`config.mk`:
```
export PLATFORM = sky130hd
export DESIGN_NAME = ptk_timekeeper
export DESIGN_NICKNAME = d
export VERILOG_FILES = /design/src/core/ptk_divider.v /design/src/core/ptk_timekeeper.v
export VERILOG_INCLUDE_DIRS = /design/src /design/src/core
export SDC_FILE = /design/constraint.sdc
export NUM_CORES = 1
export LEC_CHECK = 0
export ABC_AREA = 1
export BUFFER_PORTS_ARGS = -buffer_cell sky130_fd_sc_hd__buf_2
export CELL_PAD_IN_SITES_DETAIL_PLACEMENT = 2
export CELL_PAD_IN_SITES_GLOBAL_PLACEMENT = 2
export CORE_MARGIN = 2
export CORE_UTILIZATION = 30
export DETAILED_ROUTE_END_ITERATION = 6
export PLACE_DENSITY = 0.75
export SLEW_MARGIN = 10
export SYNTH_ARGS = -nofsm -noshare
export SYNTH_HDL_FRONTEND = slang
export SYNTH_SLANG_ARGS = --single-unit
```
`constraint.sdc`:
```
create_clock -name ref_clk -period 3.6 [get_ports ref_clk]
set_input_delay 0.18 -clock ref_clk [delete_from_list [all_inputs] [get_ports ref_clk]]
set_output_delay 0.18 -clock ref_clk [all_outputs]
set_load 0.01 [all_outputs]
```
`src/core/ptk_regs.vh`:
```
/*
 * Constants of the photon timing timekeeper: clock rates, derived
 * division counts, register offsets, field positions and reset values.
 * Assumes a single reference clock at the rate given below.
 */
`ifndef PTK_REGS_VH
`define PTK_REGS_VH

// Clock and event rates
`define PTK_CLK_HZ 250000000
`define PTK_CLK_PS 16'h0FA0
`define PTK_PPS_HZ 1
`define PTK_SHOT_HZ 10000
`define PTK_IEC_HZ 25000000
`define PTK_COARSE_NS 10
`define PTK_FRAME_HZ 50

// Derived cycle counts, coarse step in ps and shots per frame
`define PTK_PPS_DIV (`PTK_CLK_HZ / `PTK_PPS_HZ)
`define PTK_SHOT_DIV (`PTK_CLK_HZ / `PTK_SHOT_HZ)
`define PTK_IEC_DIV (`PTK_CLK_HZ / `PTK_IEC_HZ)
`define PTK_COARSE_PS 16'h2710
`define PTK_SHOTS_PER_FRAME (`PTK_SHOT_HZ / `PTK_FRAME_HZ)

// Register offsets (byte addresses)
`define PTK_REG_CTRL 8'h00
`define PTK_REG_WIN_START 8'h04
`define PTK_REG_WIN_WIDTH 8'h08
`define PTK_REG_BAND_OFS 8'h0C
`define PTK_REG_CME_INT 8'h10
`define PTK_REG_CME_EXT 8'h14
`define PTK_REG_IEC_INT 8'h18
`define PTK_REG_IEC_EXT 8'h1C
`define PTK_REG_IEC_SHOT 8'h20
`define PTK_REG_FRM_STRONG 8'h24
`define PTK_REG_FRM_WEAK 8'h28
`define PTK_REG_SHOT_LAT 8'h2C
`define PTK_REG_FRM_LAT 8'h30
`define PTK_REG_IEC_NOW 8'h34

// Control fields
`define PTK_CTRL_SRC_EXT 0
`define PTK_CTRL_GPS_B 1
`define PTK_CTRL_RST 2'h0
`define PTK_WIN_RST 32'h0000_0000

`endif

```
`src/core/ptk_divider.v`:
```
/*
 * Restartable frequency divider giving a one-cycle tick once per period.
 * Assumes restart comes from logic on the same clock.
 */
`timescale 1ns/1ps

module ptk_divider #(
    parameter DIV = 10
) (
    input wire ref_clk,
    input wire nrst,
    input wire restart,
    output wire tick
);
    reg [31:0] cnt_q;

    // Tick at count zero, restart reloads so the period begins anew
    assign tick = restart | (cnt_q == 32'h0000_0000);

    always @(posedge ref_clk or negedge nrst) begin
        if (!nrst) begin
            cnt_q <= 32'h0000_0000;
        end else if (tick) begin
            cnt_q <= DIV - 1;
        end else begin
            cnt_q <= cnt_q - 32'h0000_0001;
        end
    end
endmodule // ptk_divider

```
`src/core/ptk_timekeeper.v`:
```
/*
 * Photon timing timekeeper: one-second reference generation and selection,
 * laser fire and shot clock, major frames, elapsed counters and latches,
 * shot-relative coarse time tagging, range window parameters.
 * Assumes GPS pulses and detector edges are asynchronous pins, converter
 * tags arrive on ref_clk, and software uses the plain register port.
 */
// Overview of operation
// - Internal pulse by dividing oscillator to 1 Hz
// - Internal pulse is default; GPS only fallback
// - Selected pulse goes to every counting card
// - Internal source gives exactly 10000 shots/second
// - Both pulses latch mission elapsed counter
// - Divide to 10 kHz laser fire command
// - One shot tick per laser transmit pulse
// - Frame of 200 shots at 50 Hz
// - Separate strong and weak frame counters
// - Frame counters from reset, 32 bit wrap
// - Frame interrupt at each frame boundary
// - Event logic runs in oscillator domain
// - 25 MHz elapsed counter, 40 ns steps
// - 25 MHz logic latches pulse, shot, counters
// - Elapsed counter captured on internal pulse
// - Elapsed counter stamps GPS pulse too
// - Window parameters applied at frame boundary
// - Shot clock derived from selected pulse
// - Shot tick resets coarse counter
// - Transmit flag splits start and return tags
// - Receive channels forwarded unchanged to histogrammer
// - Start detector edges timed, two thresholds
// - Coarse 10 ns count joined with fine
`timescale 1ns/1ps
`include "ptk_regs.vh"

module ptk_timekeeper #(
    parameter PPS_DIV = `PTK_PPS_DIV,
    parameter SHOT_DIV = `PTK_SHOT_DIV
) (
    input wire ref_clk,
    input wire nrst,
    input wire [7:0] reg_addr,
    input wire [31:0] reg_wdata,
    input wire reg_wr,
    input wire reg_rd,
    output reg [31:0] reg_rdata,
    input wire gps_pps_a,
    input wire gps_pps_b,
    input wire [3:0] start_det_edge,
    input wire tag_valid,
    input wire tag_tx_flag,
    input wire [7:0] tag_fine,
    input wire [15:0] rx_chan,
    output wire [15:0] histogram_rx,
    output reg pps_out,
    output reg laser_fire,
    output reg shot_clock_tick,
    output reg frame_irq,
    output reg [31:0] frame_strong,
    output reg [31:0] frame_weak,
    output reg [31:0] range_window_start,
    output reg [31:0] range_window_width,
    output reg [31:0] downlink_band_offset,
    output reg start_tag_valid,
    output reg return_tag_valid,
    output reg [23:0] event_tag,
    output wire [63:0] start_det_times
);
    wire int_pps;
    wire shot_tick;
    wire iec_tick;
    wire ext_pps;
    wire sel_pps;
    wire frame_end;
    wire [3:0] start_det_rise;
    reg [5:0] sync1_q;
    reg [5:0] sync2_q;
    reg [5:0] prev_q;
    reg [1:0] ctrl_q;
    reg [31:0] win_start_stage_q;
    reg [31:0] win_width_stage_q;
    reg [31:0] band_ofs_stage_q;
    reg [31:0] cme_q;
    reg [31:0] cme_int_q;
    reg [31:0] cme_ext_q;
    reg [31:0] iec_q;
    reg [31:0] iec_int_q;
    reg [31:0] iec_ext_q;
    reg [31:0] iec_shot_q;
    reg first_armed_q;
    reg int_pend_q;
    reg ext_pend_q;
    reg shot_pend_q;
    reg [31:0] shots_since_q;
    reg [31:0] shot_lat_q;
    reg [31:0] frm_lat_q;
    reg [7:0] frame_shot_q;
    reg [15:0] coarse_q;
    reg [15:0] coarse_acc_q;
    reg coarse_tick;
    reg [15:0] acc_sum;

    // One-second internal divider, free running
    ptk_divider #(
        .DIV(PPS_DIV)
    ) u_pps_div (
        .ref_clk(ref_clk),
        .nrst(nrst),
        .restart(1'b0),
        .tick(int_pps)
    );

    // Shot clock restarted on the distributed pulse
    ptk_divider #(
        .DIV(SHOT_DIV)
    ) u_shot_div (
        .ref_clk(ref_clk),
        .nrst(nrst),
        .restart(sel_pps),
        .tick(shot_tick)
    );

    // 25 MHz slot enable for the elapsed-time logic
    ptk_divider #(
        .DIV(`PTK_IEC_DIV)
    ) u_iec_div (
        .ref_clk(ref_clk),
        .nrst(nrst),
        .restart(1'b0),
        .tick(iec_tick)
    );

    // Two-stage synchroniser for asynchronous pins
    always @(posedge ref_clk or negedge nrst) begin
        if (!nrst) begin
            sync1_q <= 6'h00;
            sync2_q <= 6'h00;
            prev_q <= 6'h00;
        end else begin
            sync1_q <= {start_det_edge, gps_pps_b, gps_pps_a};
            sync2_q <= sync1_q;
            prev_q <= sync2_q;
        end
    end

    // External pulse from the chosen receiver
    assign ext_pps = ctrl_q[`PTK_CTRL_GPS_B] ? (sync2_q[1] & ~prev_q[1])
                                             : (sync2_q[0] & ~prev_q[0]);
    assign sel_pps = ctrl_q[`PTK_CTRL_SRC_EXT] ? ext_pps : int_pps;
    assign start_det_rise = sync2_q[5:2] & ~prev_q[5:2];
    assign frame_end = shot_tick && (frame_shot_q == `PTK_SHOTS_PER_FRAME - 1);
    assign histogram_rx = rx_chan;

    // Coarse 10 ns step from the 4 ns clock by phase accumulation
    always @* begin
        acc_sum = coarse_acc_q + `PTK_CLK_PS;
        coarse_tick = (acc_sum >= `PTK_COARSE_PS);
    end

    // Distribution, fire command and shot tick outputs
    always @(posedge ref_clk or negedge nrst) begin
        if (!nrst) begin
            pps_out <= 1'b0;
            laser_fire <= 1'b0;
            shot_clock_tick <= 1'b0;
            frame_irq <= 1'b0;
        end else begin
            pps_out <= sel_pps;
            laser_fire <= shot_tick;
            shot_clock_tick <= shot_tick;
            frame_irq <= frame_end;
        end
    end

    // Mission elapsed counter and its pulse latches
    always @(posedge ref_clk or negedge nrst) begin
        if (!nrst) begin
            cme_q <= 32'h0000_0000;
            cme_int_q <= 32'h0000_0000;
            cme_ext_q <= 32'h0000_0000;
        end else begin
            if (coarse_tick) begin
                cme_q <= cme_q + 32'h0000_0001;
            end
            if (int_pps) begin
                cme_int_q <= cme_q;
            end
            if (ext_pps) begin
                cme_ext_q <= cme_q;
            end
        end
    end

    // Coarse counter restarted by each shot tick
    always @(posedge ref_clk or negedge nrst) begin
        if (!nrst) begin
            coarse_acc_q <= 16'h0000;
            coarse_q <= 16'h0000;
        end else begin
            if (coarse_tick) begin
                coarse_acc_q <= acc_sum - `PTK_COARSE_PS;
            end else begin
                coarse_acc_q <= acc_sum;
            end
            if (shot_tick) begin
                coarse_q <= 16'h0000;
            end else if (coarse_tick) begin
                coarse_q <= coarse_q + 16'h0001;
            end
        end
    end

    // Converter tags split by transmit flag
    always @(posedge ref_clk or negedge nrst) begin
        if (!nrst) begin
            start_tag_valid <= 1'b0;
            return_tag_valid <= 1'b0;
            event_tag <= 24'h00_0000;
        end else begin
            start_tag_valid <= tag_valid & tag_tx_flag;
            return_tag_valid <= tag_valid & ~tag_tx_flag;
            if (tag_valid) begin
                event_tag <= {coarse_q, tag_fine};
            end
        end
    end

    // Start detector edge times, rising edge only on each of the four inputs
    genvar gi;
    generate
        for (gi = 0; gi < 4; gi = gi + 1) begin : g_start_det
            reg [15:0] edge_time_q;
            always @(posedge ref_clk or negedge nrst) begin
                if (!nrst) begin
                    edge_time_q <= 16'h0000;
                end else if (start_det_rise[gi]) begin
                    edge_time_q <= coarse_q;
                end
            end
            assign start_det_times[gi*16 +: 16] = edge_time_q;
        end
    endgenerate

    // Frame position and per-beam frame counters
    always @(posedge ref_clk or negedge nrst) begin
        if (!nrst) begin
            frame_shot_q <= 8'h00;
            frame_strong <= 32'h0000_0000;
            frame_weak <= 32'h0000_0000;
        end else if (shot_tick) begin
            if (frame_end) begin
                frame_shot_q <= 8'h00;
                frame_strong <= frame_strong + 32'h0000_0001;
                frame_weak <= frame_weak + 32'h0000_0001;
            end else begin
                frame_shot_q <= frame_shot_q + 8'h01;
            end
        end
    end

    // Shots since the last distributed pulse
    always @(posedge ref_clk or negedge nrst) begin
        if (!nrst) begin
            shots_since_q <= 32'h0000_0000;
        end else if (sel_pps) begin
            shots_since_q <= {31'h0000_0000, shot_tick};
        end else if (shot_tick) begin
            shots_since_q <= shots_since_q + 32'h0000_0001;
        end
    end

    // Elapsed-time counter and its latches in the 25 MHz slot
    always @(posedge ref_clk or negedge nrst) begin
        if (!nrst) begin
            iec_q <= 32'h0000_0000;
            iec_int_q <= 32'h0000_0000;
            iec_ext_q <= 32'h0000_0000;
            iec_shot_q <= 32'h0000_0000;
            shot_lat_q <= 32'h0000_0000;
            frm_lat_q <= 32'h0000_0000;
            int_pend_q <= 1'b0;
            ext_pend_q <= 1'b0;
            shot_pend_q <= 1'b0;
            first_armed_q <= 1'b0;
        end else begin
            if (iec_tick) begin
                iec_q <= iec_q + 32'h0000_0001;
                int_pend_q <= 1'b0;
                ext_pend_q <= 1'b0;
                shot_pend_q <= 1'b0;
            end else begin
                int_pend_q <= int_pend_q | int_pps;
                ext_pend_q <= ext_pend_q | ext_pps;
                shot_pend_q <= shot_pend_q | (shot_tick & (first_armed_q | int_pps));
            end
            if (iec_tick && (int_pend_q || int_pps)) begin
                iec_int_q <= iec_q;
                shot_lat_q <= shots_since_q;
                frm_lat_q <= frame_strong;
            end
            if (iec_tick && (ext_pend_q || ext_pps)) begin
                iec_ext_q <= iec_q;
            end
            if (iec_tick && (shot_pend_q || (shot_tick && (first_armed_q || int_pps)))) begin
                iec_shot_q <= iec_q;
            end
            if (shot_tick) begin
                first_armed_q <= 1'b0;
            end else if (int_pps) begin
                first_armed_q <= 1'b1;
            end
        end
    end

    // Register writes; window values staged then applied per frame
    always @(posedge ref_clk or negedge nrst) begin
        if (!nrst) begin
            ctrl_q <= `PTK_CTRL_RST;
            win_start_stage_q <= `PTK_WIN_RST;
            win_width_stage_q <= `PTK_WIN_RST;
            band_ofs_stage_q <= `PTK_WIN_RST;
            range_window_start <= `PTK_WIN_RST;
            range_window_width <= `PTK_WIN_RST;
            downlink_band_offset <= `PTK_WIN_RST;
        end else begin
            if (reg_wr) begin
                if (reg_addr == `PTK_REG_CTRL) begin
                    ctrl_q <= reg_wdata[1:0];
                end else if (reg_addr == `PTK_REG_WIN_START) begin
                    win_start_stage_q <= reg_wdata;
                end else if (reg_addr == `PTK_REG_WIN_WIDTH) begin
                    win_width_stage_q <= reg_wdata;
                end else if (reg_addr == `PTK_REG_BAND_OFS) begin
                    band_ofs_stage_q <= reg_wdata;
                end
            end
            if (frame_end) begin
                range_window_start <= win_start_stage_q;
                range_window_width <= win_width_stage_q;
                downlink_band_offset <= band_ofs_stage_q;
            end
        end
    end

    // Read data, one cycle after the strobe
    always @(posedge ref_clk or negedge nrst) begin
        if (!nrst) begin
            reg_rdata <= 32'h0000_0000;
        end else if (reg_rd) begin
            if (reg_addr == `PTK_REG_CTRL) begin
                reg_rdata <= {30'h0000_0000, ctrl_q};
            end else if (reg_addr == `PTK_REG_WIN_START) begin
                reg_rdata <= win_start_stage_q;
            end else if (reg_addr == `PTK_REG_WIN_WIDTH) begin
                reg_rdata <= win_width_stage_q;
            end else if (reg_addr == `PTK_REG_BAND_OFS) begin
                reg_rdata <= band_ofs_stage_q;
            end else if (reg_addr == `PTK_REG_CME_INT) begin
                reg_rdata <= cme_int_q;
            end else if (reg_addr == `PTK_REG_CME_EXT) begin
                reg_rdata <= cme_ext_q;
            end else if (reg_addr == `PTK_REG_IEC_INT) begin
                reg_rdata <= iec_int_q;
            end else if (reg_addr == `PTK_REG_IEC_EXT) begin
                reg_rdata <= iec_ext_q;
            end else if (reg_addr == `PTK_REG_IEC_SHOT) begin
                reg_rdata <= iec_shot_q;
            end else if (reg_addr == `PTK_REG_FRM_STRONG) begin
                reg_rdata <= frame_strong;
            end else if (reg_addr == `PTK_REG_FRM_WEAK) begin
                reg_rdata <= frame_weak;
            end else if (reg_addr == `PTK_REG_SHOT_LAT) begin
                reg_rdata <= shot_lat_q;
            end else if (reg_addr == `PTK_REG_FRM_LAT) begin
                reg_rdata <= frm_lat_q;
            end else if (reg_addr == `PTK_REG_IEC_NOW) begin
                reg_rdata <= iec_q;
            end else begin
                reg_rdata <= 32'h0000_0000;
            end
        end else begin
            reg_rdata <= 32'h0000_0000;
        end
    end
endmodule // ptk_timekeeper

```
==> impl_metrics.py, run 1 <==
metrics = {
    "route": {
        "num_vias": 35550,
        "via_per_inst": 5.005,
        "wl_um": 153000,
        "drc": 0,
        "drt_iter0_markers": 2293,
        "drt-pass1-iter-count": 5,
        "routedWlPerCell_um": 21.54,
        "antenna_left": 0,
    },
    "setup_path": {
        "critPathSlowestCell": "a21oi_4",
        "startpoint_type": "register",
        "criticalPathCategory": "reg2reg",
        "crit_chain": "inv_1 -> ha_1 -> nand2_2 -> nor2_4 -> nand2_2 -> inv_2 -> nand2_1 -> nor2_4 -> a21oi_4 -> nand2_8 -> nand2_8 -> buf_12 -> nand2_1 -> o21ai_1",
        "required_ps": 4220,
        "critical_path.max_stage_delay_ps": 500,
        "worstSetupEndpointType": "register",
        "critPathArrivalTime_ps": 3740,
        "worstPathMaxFanout": 132,
    },
    "power_and_ir_drop": {
        "power_switching_uw": 5505,
        "peakVddDrop_mv": 0.3153,
        "comb_power_share_pct": 5.6,
        "p_per_area_mw_per_mm2": 460.4,
        "leakage_uw": 0.02266,
        "pwr-share-clk_pct": 48.4,
        "power_switching_share_pct": 25.04,
        "p_int_uw": 16480,
        "share_seq_of_total_power_pct": 46.0,
    },
    "yosys": {
        "synth_top_area_share_pct": 53.43,
        "synth_top_family_by_area": "simple AND/OR/NAND/NOR gates",
        "synth-xor-area-share_pct": 4.492,
        "yosysMostFrequentCell": "nand2_1",
        "async_flop_share_pct": 100.0,
        "yosys.area_share.simple_pct": 25.53,
        "syn_avg_cell_area_um2": 8.198,
        "synth-compound-area-share_pct": 9.043,
        "ys_seq_elements": 857,
        "yosys-top-cells-count": "1510 x nand2_1, 857 x dfrtp_1, 492 x o21ai_0",
        "muxShareOfSynthArea_pct": 0.08416,
        "yosysSeqAreaShare_pct": 53.43,
        "ys_top_cells_by_area": "dfrtp_1 53%, nand2_1 14%, o21ai_0 6.1%",
        "yosysWarningCount": 0,
        "synth_fa_ha_area_share_pct": 0.4364,
        "synth_flop_cell": "dfrtp_1",
        "yosys.area.top_type": "dfrtp_1",
        "synth_area_mm2": 0.04014,
        "synth_fp_nets": 4986,
        "synth-edff-count": 0,
        "synth_cell_types": 55,
        "syn-instance-count": 4896,
    },
    "global_routing": {
        "grt_pass1_vias": 39350,
        "grt_overflow": 0,
        "antenna_found_initial": 2,
        "grt_max_degree": 133,
        "grt_pass1_wl_um": 239100,
        "groute.usage.overall_pct": 22.36,
    },
    "sta": {
        "min_period_ps": 3120,
        "finalCritPeriodShare_pct": 86.66,
        "finalHoldViolCount": 0,
        "skew_ps": 54.40,
        "slew-limit-headroom_pct": 24.15,
        "rsz0062_at_grt": "false",
        "setup_viol": 0,
        "tightest_slew_ps": 1136,
        "maxSlewViolCount": 0,
        "fmax_mhz": 320.5,
        "tns_ps": 0,
    },
    "floorplan": {
        "start_util_pct": 30.15,
        "dieArea_mm2": 0.1367,
        "die_h_um": 369.8,
        "rows": 134,
        "core_mm2": 0.1331,
        "die_w_um": 369.8,
        "io_pins": 378,
    },
    "placed_design": {
        "place_congestion": 0.8750,
        "port-buffer-count": 345,
        "dpl.hpwl_um": 107700,
        "postPlaceCellArea_mm2": 0.04377,
    },
    "final_layout": {
        "utilization_pct": 35.87,
        "largest_register_ffs": 64,
        "drive_above_1_share_pct": 12.52,
        "syn_to_final_growth_pct": 18.97,
        "regMostFlops": "g_start_det.edge_time_q",
        "fin_nets": 5343,
        "fin_area_mm2": 0.04775,
    },
    "clocking": {
        "clock_sinks": 857,
        "clock-root-buffer": "clkbuf_16",
        "cts_max_level": 3,
        "cts_buffers": 103,
        "clk_pin_slew_ps": 60,
        "clockBufferDepth": 3,
        "tritoncts": "done",
        "cts_setup_buffers": 0,
        "clock_latency_ps": 730,
    },
    "status": {
        "status": "completed",
    },
    "job": {
        "cap_violations": 0,
    },
    "worst_hold_path": {
        "hold_path.class": "in2async",
    },
}
## worst max-delay path: cells and delay by family, from the launching register on
family | cells | cell delay [ps]
buffers and inverters | 3 | 520
flip-flops | 1 | 350
adder cells (fa/ha/maj) | 1 | 210
AND/OR/NAND/NOR | 8 | 1000
AO/OA/AOI/OAI | 2 | 700
## cells by family (layout without fill, tap and decap cells)
kind of cell,Yosys count,count (layout)
other cells,0,2
simple gates,2431,2431
mux,3,3
xor+xnor,205,205
buf+inv,675,1113
flops,857,857
fa+ha+maj,14,14
compound gates,711,711
## power by group through the flow
stage	clock [uW]	sequential, uW	combinational, uW
floorplan	0	10300	486
CTS	10900	10100	1270
detailed placement	0	10300	1210
finish	10600	10100	1230
global route	11300	10200	1400
global placement	0	10300	1160
## cell type report
class                      instances  area (um2)
antenna                            2       5.005
clock buffer                     146        2949
clock inverter                    40       462.9
fill                           15140       85370
inverter                         461        1733
multi-input combinational       3364       15970
sequential                       857       21450
tap                             1768        2212
timing repair buffer             466        2973
## repair_timing
action | 4_1_cts | 5_1_grt
endpoints found under the hold margin | 541 | 0
gates resized for setup | 0 | 0
hold buffers | 56 | 0
## metal layers
metal  vias up  routed length, um  global-route usage [%]
met1     18330              65390                   28.21
met5         -                  0                       0
met4         0               5405                   7.677
met3       268               5538                   3.278
li1      16320                  -                       -
met2       638              76660                   38.95
## layout by cell type, fill, tap and decap left out, drive strengths merged, types with 43 or more instances in the layout
master       instances
nor4                43
inv                461
xor2               186
buf                410
nand4              110
dlygate4sd3         56
a21oi              130
dfrtp              857
nand3              181
clkbuf             146
nand2             1524
o21ai              562
nor2               419
nor3               110
## worst paths after layout
| check | from | endpoint | slack, ps | depth (start not counted) |
|---|---|---|---|---|
| setup / recovery | u_pps_div.cnt_q[0] | range_window_start[13] | 480 | 14 |
| hold / removal | nrst | iec_ext_q[29] | 30 | 2 |
| setup reg to reg | u_pps_div.cnt_q[0] | range_window_start[13] | 480 | 14 |
| hold reg to reg | sync1_q[1] | sync2_q[1] | 340 | 0 |
| max in group asynchronous | nrst | downlink_band_offset[12] | 2300 | 4 |
| min in group ref_clk | start_det_edge[0] | sync1_q[2] | 100 | 2 |
## per-stage QoR
| stage | setup slack (ps) | instances | power [uW] | hold slack [ps] |
|---|---|---|---|---|
| floorplan | 1424 | 4896 | 10780 | -115.6 |
| global placement | 635.2 | 6860 | 11430 | 163.6 |
| detailed placement | 560.0 | 6860 | 11490 | 168.4 |
| CTS | 560.7 | 7102 | 22280 | 13.95 |
| global route | 289.4 | 7104 | 22810 | 37.93 |
| finish | 480.2 | 7104 | 21990 | 34.51 |
Power figures use the tool's default switching activity.
==> run 2, diff against run 1 <==
==> constraint.sdc (replaced) <==
create_clock -name ref_clk -period 3.35 [get_ports ref_clk]
set_input_delay 0.1675 -clock ref_clk [delete_from_list [all_inputs] [get_ports ref_clk]]
set_output_delay 0.1675 -clock ref_clk [all_outputs]
set_load 0.01 [all_outputs]
==> run 2 against run 1 <==
Compared with the run above: clock power is 9% higher; non-clock buffer count is 20 higher; maximum frequency is 9.3% higher; combinational power is 8% higher; via count is 0.32% lower; cell count is 0.21% higher; sequential cell count stayed put; first-iteration DRC count is 2.4% higher; clock skew is 24 ps higher; final area is 0.59% higher; register-to-register slack better by 20 ps; die area stayed put; highest routed layer unchanged.
==> impl_metrics.py, run 2 (synthesized netlist as in run 1, its figures left out) <==
metrics = {
    "global_routing": {
        "grt_overflow": 0,
        "grt_max_degree": 133,
        "grt_pass1_wl_um": 238100,
        "grt_pass1_vias": 39350,
        "antenna_found_initial": 0,
        "groute.usage.overall_pct": 22.25,
    },
    "final_layout": {
        "num_antenna_cells": 0,
        "fin_nets": 5362,
        "layout_common_cells": "1507 x nand2_1, 857 x dfrtp_1, 492 x o21ai_0, 444 x inv_1, 384 x nor2_1",
        "syn_to_final_growth_pct": 19.67,
        "stdcell_count": 7119,
        "final_common_cell": "nand2_1",
        "largest_register_ffs": 64,
        "fillers": 15110,
        "multi_input_area_mm2": 0.01597,
        "regMostFlops": "g_start_det.edge_time_q",
        "fin_area_mm2": 0.04803,
        "utilization_pct": 36.08,
        "drive_above_1_share_pct": 12.95,
        "regArea_mm2": 0.02145,
    },
    "floorplan": {
        "die_w_um": 369.8,
        "die_h_um": 369.8,
        "dieArea_mm2": 0.1367,
        "io_pins": 378,
        "core_mm2": 0.1331,
        "start_util_pct": 30.15,
        "rows": 134,
    },
    "sta": {
        "min_period_ps": 2855,
        "rsz0062_at_grt": "false",
        "skew_ps": 77.98,
        "tns_ps": 0,
        "maxSlewViolCount": 0,
        "tightest_slew_ps": 1112,
        "finalCritPeriodShare_pct": 85.21,
        "finalHoldViolCount": 0,
        "slew-limit-headroom_pct": 25.81,
        "fmax_mhz": 350.3,
        "setup_viol": 0,
    },
    "route": {
        "drt-pass1-iter-count": 5,
        "wl_um": 152200,
        "drc": 0,
        "drt_iter0_markers": 2347,
        "num_vias": 35440,
        "antenna_left": 0,
        "routedWlPerCell_um": 21.38,
        "via_per_inst": 4.978,
    },
    "clocking": {
        "clock_latency_ps": 740,
        "cts_max_level": 3,
        "clk_pin_slew_ps": 60,
        "clock_sinks": 857,
        "clock-root-buffer": "clkbuf_16",
        "cts.repair.resized": 0,
        "cts_buffers": 102,
        "tritoncts": "done",
        "clockBufferDepth": 3,
    },
    "placed_design": {
        "postPlaceCellArea_mm2": 0.04394,
        "port-buffer-count": 345,
        "dpl.hpwl_um": 107200,
        "place_congestion": 0.8949,
        "dp.cells": 6880,
    },
    "power_and_ir_drop": {
        "leakage_uw": 0.02281,
        "share_seq_of_total_power_pct": 45.6,
        "power_switching_uw": 5960,
        "comb_power_share_pct": 5.6,
        "pwr-share-clk_pct": 48.8,
        "p_per_area_mw_per_mm2": 496.5,
        "power_switching_share_pct": 24.99,
        "peakVddDrop_mv": 0.4080,
        "p_int_uw": 17890,
    },
    "setup_path": {
        "startpoint_type": "register",
        "crit_chain": "inv_1 -> ha_1 -> nand2_1 -> nor2_2 -> nand2_1 -> nor2_4 -> nand3_4 -> nor2_8 -> inv_2 -> nand2_8 -> nand2_8 -> inv_4 -> buf_12 -> o21ai_0 -> o21ai_1",
        "worstSetupEndpointType": "register",
        "criticalPathCategory": "reg2reg",
        "critPathSlowestCell": "dfrtp_1",
        "crit_family": "simple AND/OR/NAND/NOR gates",
        "critPathArrivalTime_ps": 3490,
        "critPathBufInv": 4,
        "r2r_setup_slack_ps": 500,
        "worstPathMaxFanout": 85,
        "critical_path.max_stage_delay_ps": 390,
        "required_ps": 3990,
    },
    "worst_hold_path": {
        "hold_path.class": "in2reg",
    },
    "job": {
        "cap_violations": 0,
    },
    "status": {
        "status": "completed",
    },
}
## run 2: cell types whose count changed in the layout (fill, tap and decap cells not counted), moves of 7 or more
cell | previous run | this run
clkbuf_8 | 21 | 34
clkinv_2 | 23 | 16
clkbuf_1 | 22 | 14
buf_4 | 50 | 69
## run 2: cell type report
type / count / area share (%)
Sequential cell: 857 / 44.65
Multi-Input combinational cell: 3364 / 33.25
Timing Repair Buffer: 486 / 6.528
Clock buffer: 150 / 6.398
Tap cell: 1768 / 4.605
Inverter: 461 / 3.608
Clock inverter: 33 / 0.9664
## run 2: metal layers
layer / up-vias / track usage (%) / share of wire [%]
li1: 16380 / - / -
met1: 18170 / 27.86 / 43
met2: 631 / 39.13 / 50
met3: 253 / 3.050 / 3.5
met4: 0 / 7.700 / 3.5
met5: - / 0 / 0
## run 2: final timing paths
path | from | endpoint | depth (start not counted)
max in group asynchronous | nrst | frame_weak[21] | 4
setup / recovery | u_shot_div.cnt_q[0] | frame_weak[5] | 15
min in group asynchronous | nrst | frame_weak[29] | 3
hold reg to reg | sync1_q[4] | sync2_q[4] | 0
hold / removal | start_det_edge[2] | sync1_q[4] | 2
setup reg to reg | u_shot_div.cnt_q[0] | frame_weak[5] | 15
## run 2: power by group through the flow
stage	Sequential, uW	Combinational, uW	Clock [uW]
after global routing	10900	1520	12300
after floorplan	11100	523	0
after detailed placement	11100	1310	0
final	10900	1330	11600
after CTS	10900	1370	11900
after global placement	11000	1260	0
## run 2: what timing repair did
action,in CTS,in global routing
buffers inserted,0,0
hold endpoints to repair,350,0
hold buffers,56,0
## run 2: worst register-to-register path, delay by kind of cell, from the launching register on
| kind | cells | cell delay, ps |
|---|---|---|
| AND/OR/NAND/NOR | 8 | 1150 |
| AO/OA/AOI/OAI | 2 | 440 |
| adder cells (fa/ha/maj) | 1 | 190 |
| buffers and inverters | 4 | 640 |
| flip-flops | 1 | 390 |
## run 2: stage by stage
stage | setup slack, ps | hold slack [ps] | power, uW
floorplan | 1174 | -128.1 | 11580
global placement | 648.9 | 189.7 | 12290
detailed placement | 452.5 | 174.4 | 12360
CTS | 478.5 | 21.87 | 24190
global route | 226.8 | 70.13 | 24770
finish | 495.3 | 84.86 | 23850
==> run 3, diff against run 2 <==
--- a/config.mk
+++ b/config.mk
@@ -17,4 +17,5 @@
 export SLEW_MARGIN = 10
 export SYNTH_ARGS = -nofsm -noshare
 export SYNTH_HDL_FRONTEND = slang
+export SYNTH_HIERARCHICAL = 1
 export SYNTH_SLANG_ARGS = --single-unit
==> run 3 against run 2 <==
Compared with the run above: cell count increased by 0.70%; register-to-register slack got worse by 400 ps; sequential power increased by 5%; via count increased by 0.12%; clock power about the same; worst hold slack improved by 33 ps; wire length increased by 2.4%; utilization increased by 0.65 points; largest cell class unchanged.
==> impl_metrics.py, run 3 <==
metrics = {
    "clocking": {
        "clock-root-buffer": "clkbuf_16",
        "clock_latency_ps": 750,
        "clk_pin_slew_ps": 60,
        "clockBufferDepth": 3,
        "clock_sinks": 857,
        "cts_max_level": 3,
        "tritoncts": "done",
        "cts_buffers": 102,
    },
    "placed_design": {
        "place_congestion": 0.8457,
        "port-buffer-count": 345,
        "dpl.hpwl_um": 110900,
        "postPlaceCellArea_mm2": 0.04395,
    },
    "yosys": {
        "synth_flop_cell": "dfrtp_1",
        "syn-instance-count": 4911,
        "yosys-top-cells-count": "1566 x nand2_1, 857 x dfrtp_1, 511 x o21ai_0",
        "synth_top_area_share_pct": 53.64,
        "synth-edff-count": 0,
        "yosysWarningCount": 6,
        "async_flop_share_pct": 100.0,
        "yosysSeqAreaShare_pct": 53.64,
        "yosys.area.top_type": "dfrtp_1",
        "yosysMostFrequentCell": "nand2_1",
        "ys_seq_elements": 857,
        "syn_avg_cell_area_um2": 8.141,
        "synth_cell_types": 48,
        "ys_top_cells_by_area": "dfrtp_1 54%, nand2_1 15%, o21ai_0 6.4%",
        "synth_area_mm2": 0.03998,
    },
    "floorplan": {
        "die_w_um": 369.1,
        "start_util_pct": 30.33,
        "die_h_um": 369.1,
        "dieArea_mm2": 0.1362,
        "rows": 133,
        "core_mm2": 0.1318,
        "io_pins": 378,
    },
    "setup_path": {
        "critPathArrivalTime_ps": 3880,
        "setup.worst_path.start": "u_pps_div/cnt_q[11]",
        "worstPathMaxFanout": 5,
        "crit_cells": 18,
        "worstReg2RegEnd": "frame_strong[18]",
        "critical_path.max_stage_delay_ps": 410,
        "crit_chain": "nor2_2 -> nand2_2 -> nor2_4 -> nand2_4 -> o21bai_4 -> o21ai_4 -> clkinv_4 -> o21bai_4 -> clkinv_4 -> nor3_4 -> nand2_4 -> inv_4 -> nand4_1 -> nor2_2 -> nand4_1 -> nor2_2 -> nand2_1 -> xor2_1",
        "critPathSlowestCell": "dfrtp_1",
        "worstSetupEndpointType": "register",
        "required_ps": 3970,
        "crit_family": "simple AND/OR/NAND/NOR gates",
        "worstRegToRegCells": 18,
        "criticalPathCategory": "reg2reg",
        "r2r_setup_slack_ps": 100,
        "cp-endpoint": "frame_strong[18]",
        "startpoint_type": "register",
        "reg2reg_from": "u_pps_div/cnt_q[11]",
        "critPathBufInv": 3,
        "crit_top_cell": "nor2_2",
    },
    "final_layout": {
        "layout_common_cells": "1557 x nand2_1, 854 x dfrtp_1, 510 x o21ai_0, 458 x nor2_1, 454 x inv_1",
        "fin_area_mm2": 0.04841,
        "fin_nets": 5423,
        "regMostFlops": "g_start_det.edge_time_q",
        "syn_to_final_growth_pct": 21.08,
        "utilization_pct": 36.73,
        "drive_above_1_share_pct": 14.35,
        "largest_register_ffs": 64,
        "final_common_cell": "nand2_1",
    },
    "sta": {
        "fmax_mhz": 307.2,
        "min_period_ps": 3255,
        "slew-limit-headroom_pct": 25.02,
        "setup_viol": 0,
        "skew_ps": 58.93,
        "maxSlewViolCount": 0,
        "finalHoldViolCount": 0,
        "whs_ps": 117.5,
        "tightest_slew_ps": 1122,
        "finalCritPeriodShare_pct": 97.16,
    },
    "route": {
        "drt_iter0_markers": 2221,
        "num_vias": 35480,
        "drt-pass1-iter-count": 6,
        "via_per_inst": 4.949,
        "routedWlPerCell_um": 21.73,
        "drc": 0,
        "antenna_left": 0,
        "wl_um": 155800,
    },
    "global_routing": {
        "antenna_found_initial": 1,
        "top_usage_layer": "met2",
        "grt_pass1_wl_um": 244300,
        "grt_pass1_vias": 39690,
        "grt_overflow": 0,
        "grtUsageMet1_pct": 30.12,
        "met2_usage_pct": 38.87,
        "grtUsageMet3_pct": 3.581,
        "grt_max_degree": 136,
        "groute.usage.overall_pct": 22.93,
    },
    "status": {
        "status": "completed",
    },
    "power_and_ir_drop": {
        "p_per_area_mw_per_mm2": 524.4,
        "total_power_uw": 25380,
        "peakVddDrop_mv": 0.3991,
        "leakage_uw": 0.02358,
    },
    "job": {
        "cap_violations": 0,
    },
    "worst_hold_path": {
        "hold_path.class": "in2reg",
    },
}
run 3: changes by cell type in the layout (fill, tap and decap cells not counted), sizes merged, moves of 15 or more:
cell	previous run	this run
nor2	419	520
nand2	1524	1584
o21ai	562	523
nor3	110	79
buf	430	460
nand3	181	155
xor2	186	161
a21oi	130	106
nand4	110	128
nor4	43	25
o21bai	1	16
run 3: repair_timing:
item	4_1_cts	5_1_grt
resized for setup	1	38
setup endpoints to repair	2	80
gates cloned	0	0
hold buffers	53	0
pin swaps	0	18
hold endpoints to repair	824	0
buffers inserted	0	26
run 3: power by group:
group	leakage, uW	internal (uW)	total (uW)	switching (uW)
sequential	0.0112	10900	11400	442
combinational	0.0106	618	2080	1460
clock	0.00177	7100	11900	4850
total	0.0236	18600	25400	6750
run 3: worst min-delay path by stage:
stage / startpoint / to / cells after the start
2_1_floorplan: nrst / band_ofs_stage_q[0] / 0
5_1_grt: gps_pps_a / sync1_q[0] / 2
3_3_place_gp: nrst / u_shot_div/cnt_q[9] / 1
3_5_place_dp: nrst / u_shot_div/cnt_q[9] / 1
4_1_cts: gps_pps_a / sync1_q[0] / 2
6_report: gps_pps_a / sync1_q[0] / 2
run 3: cell families (layout without fill, tap and decap cells):
group | count (synthesis) | after routing | share of synthesized area [%]
compound gates | 650 | 650 | 8.353
buf+inv | 666 | 1166 | 6.682
other cells | 1 | 4 | 0.009380
fa+ha+maj | 17 | 17 | 0.5320
xor+xnor | 190 | 190 | 4.200
mux | 5 | 5 | 0.1408
flops | 857 | 857 | 53.64
simple gates | 2525 | 2525 | 26.44
run 3: metrics by stage:
stage / setup WS (ps) / setup TNS (ps) / instances
after floorplan: -28.44 / -28.44 / 4913
after global placement: 129.3 / 0 / 6902
after detailed placement: -22.07 / -22.07 / 6902
after CTS: 0.5449 / 0 / 7142
after global routing: -98.65 / -334.7 / 7168
final: 95.02 / 0 / 7169
run 3: layout make-up:
type | instances | area, um2
antenna | 1 | 2.502
timing repair buffer | 512 | 3312
inverter | 467 | 1765
tap | 1755 | 2196
clock inverter | 45 | 694.4
multi-input combinational | 3390 | 16080
fill | 15020 | 83390
sequential | 857 | 21450
clock buffer | 142 | 2914
run 3: worst reg2reg max path, delay by kind of cell, from the launching register on:
kind	cells	cell delay (ps)
buffers and inverters	3	320
AOI/OAI and AO/OA	3	430
and+or+nand+nor	11	1870
xor gates and xnor gates	1	150
DFF	1	410
run 3: per-layer routing:
| layer | up-vias | wire length [um] |
|---|---|---|
| li1 | 16350 | - |
| met1 | 18290 | 69490 |
| met2 | 617 | 75700 |
| met3 | 215 | 6048 |
| met4 | 0 | 4568 |
| met5 | - | 0 |
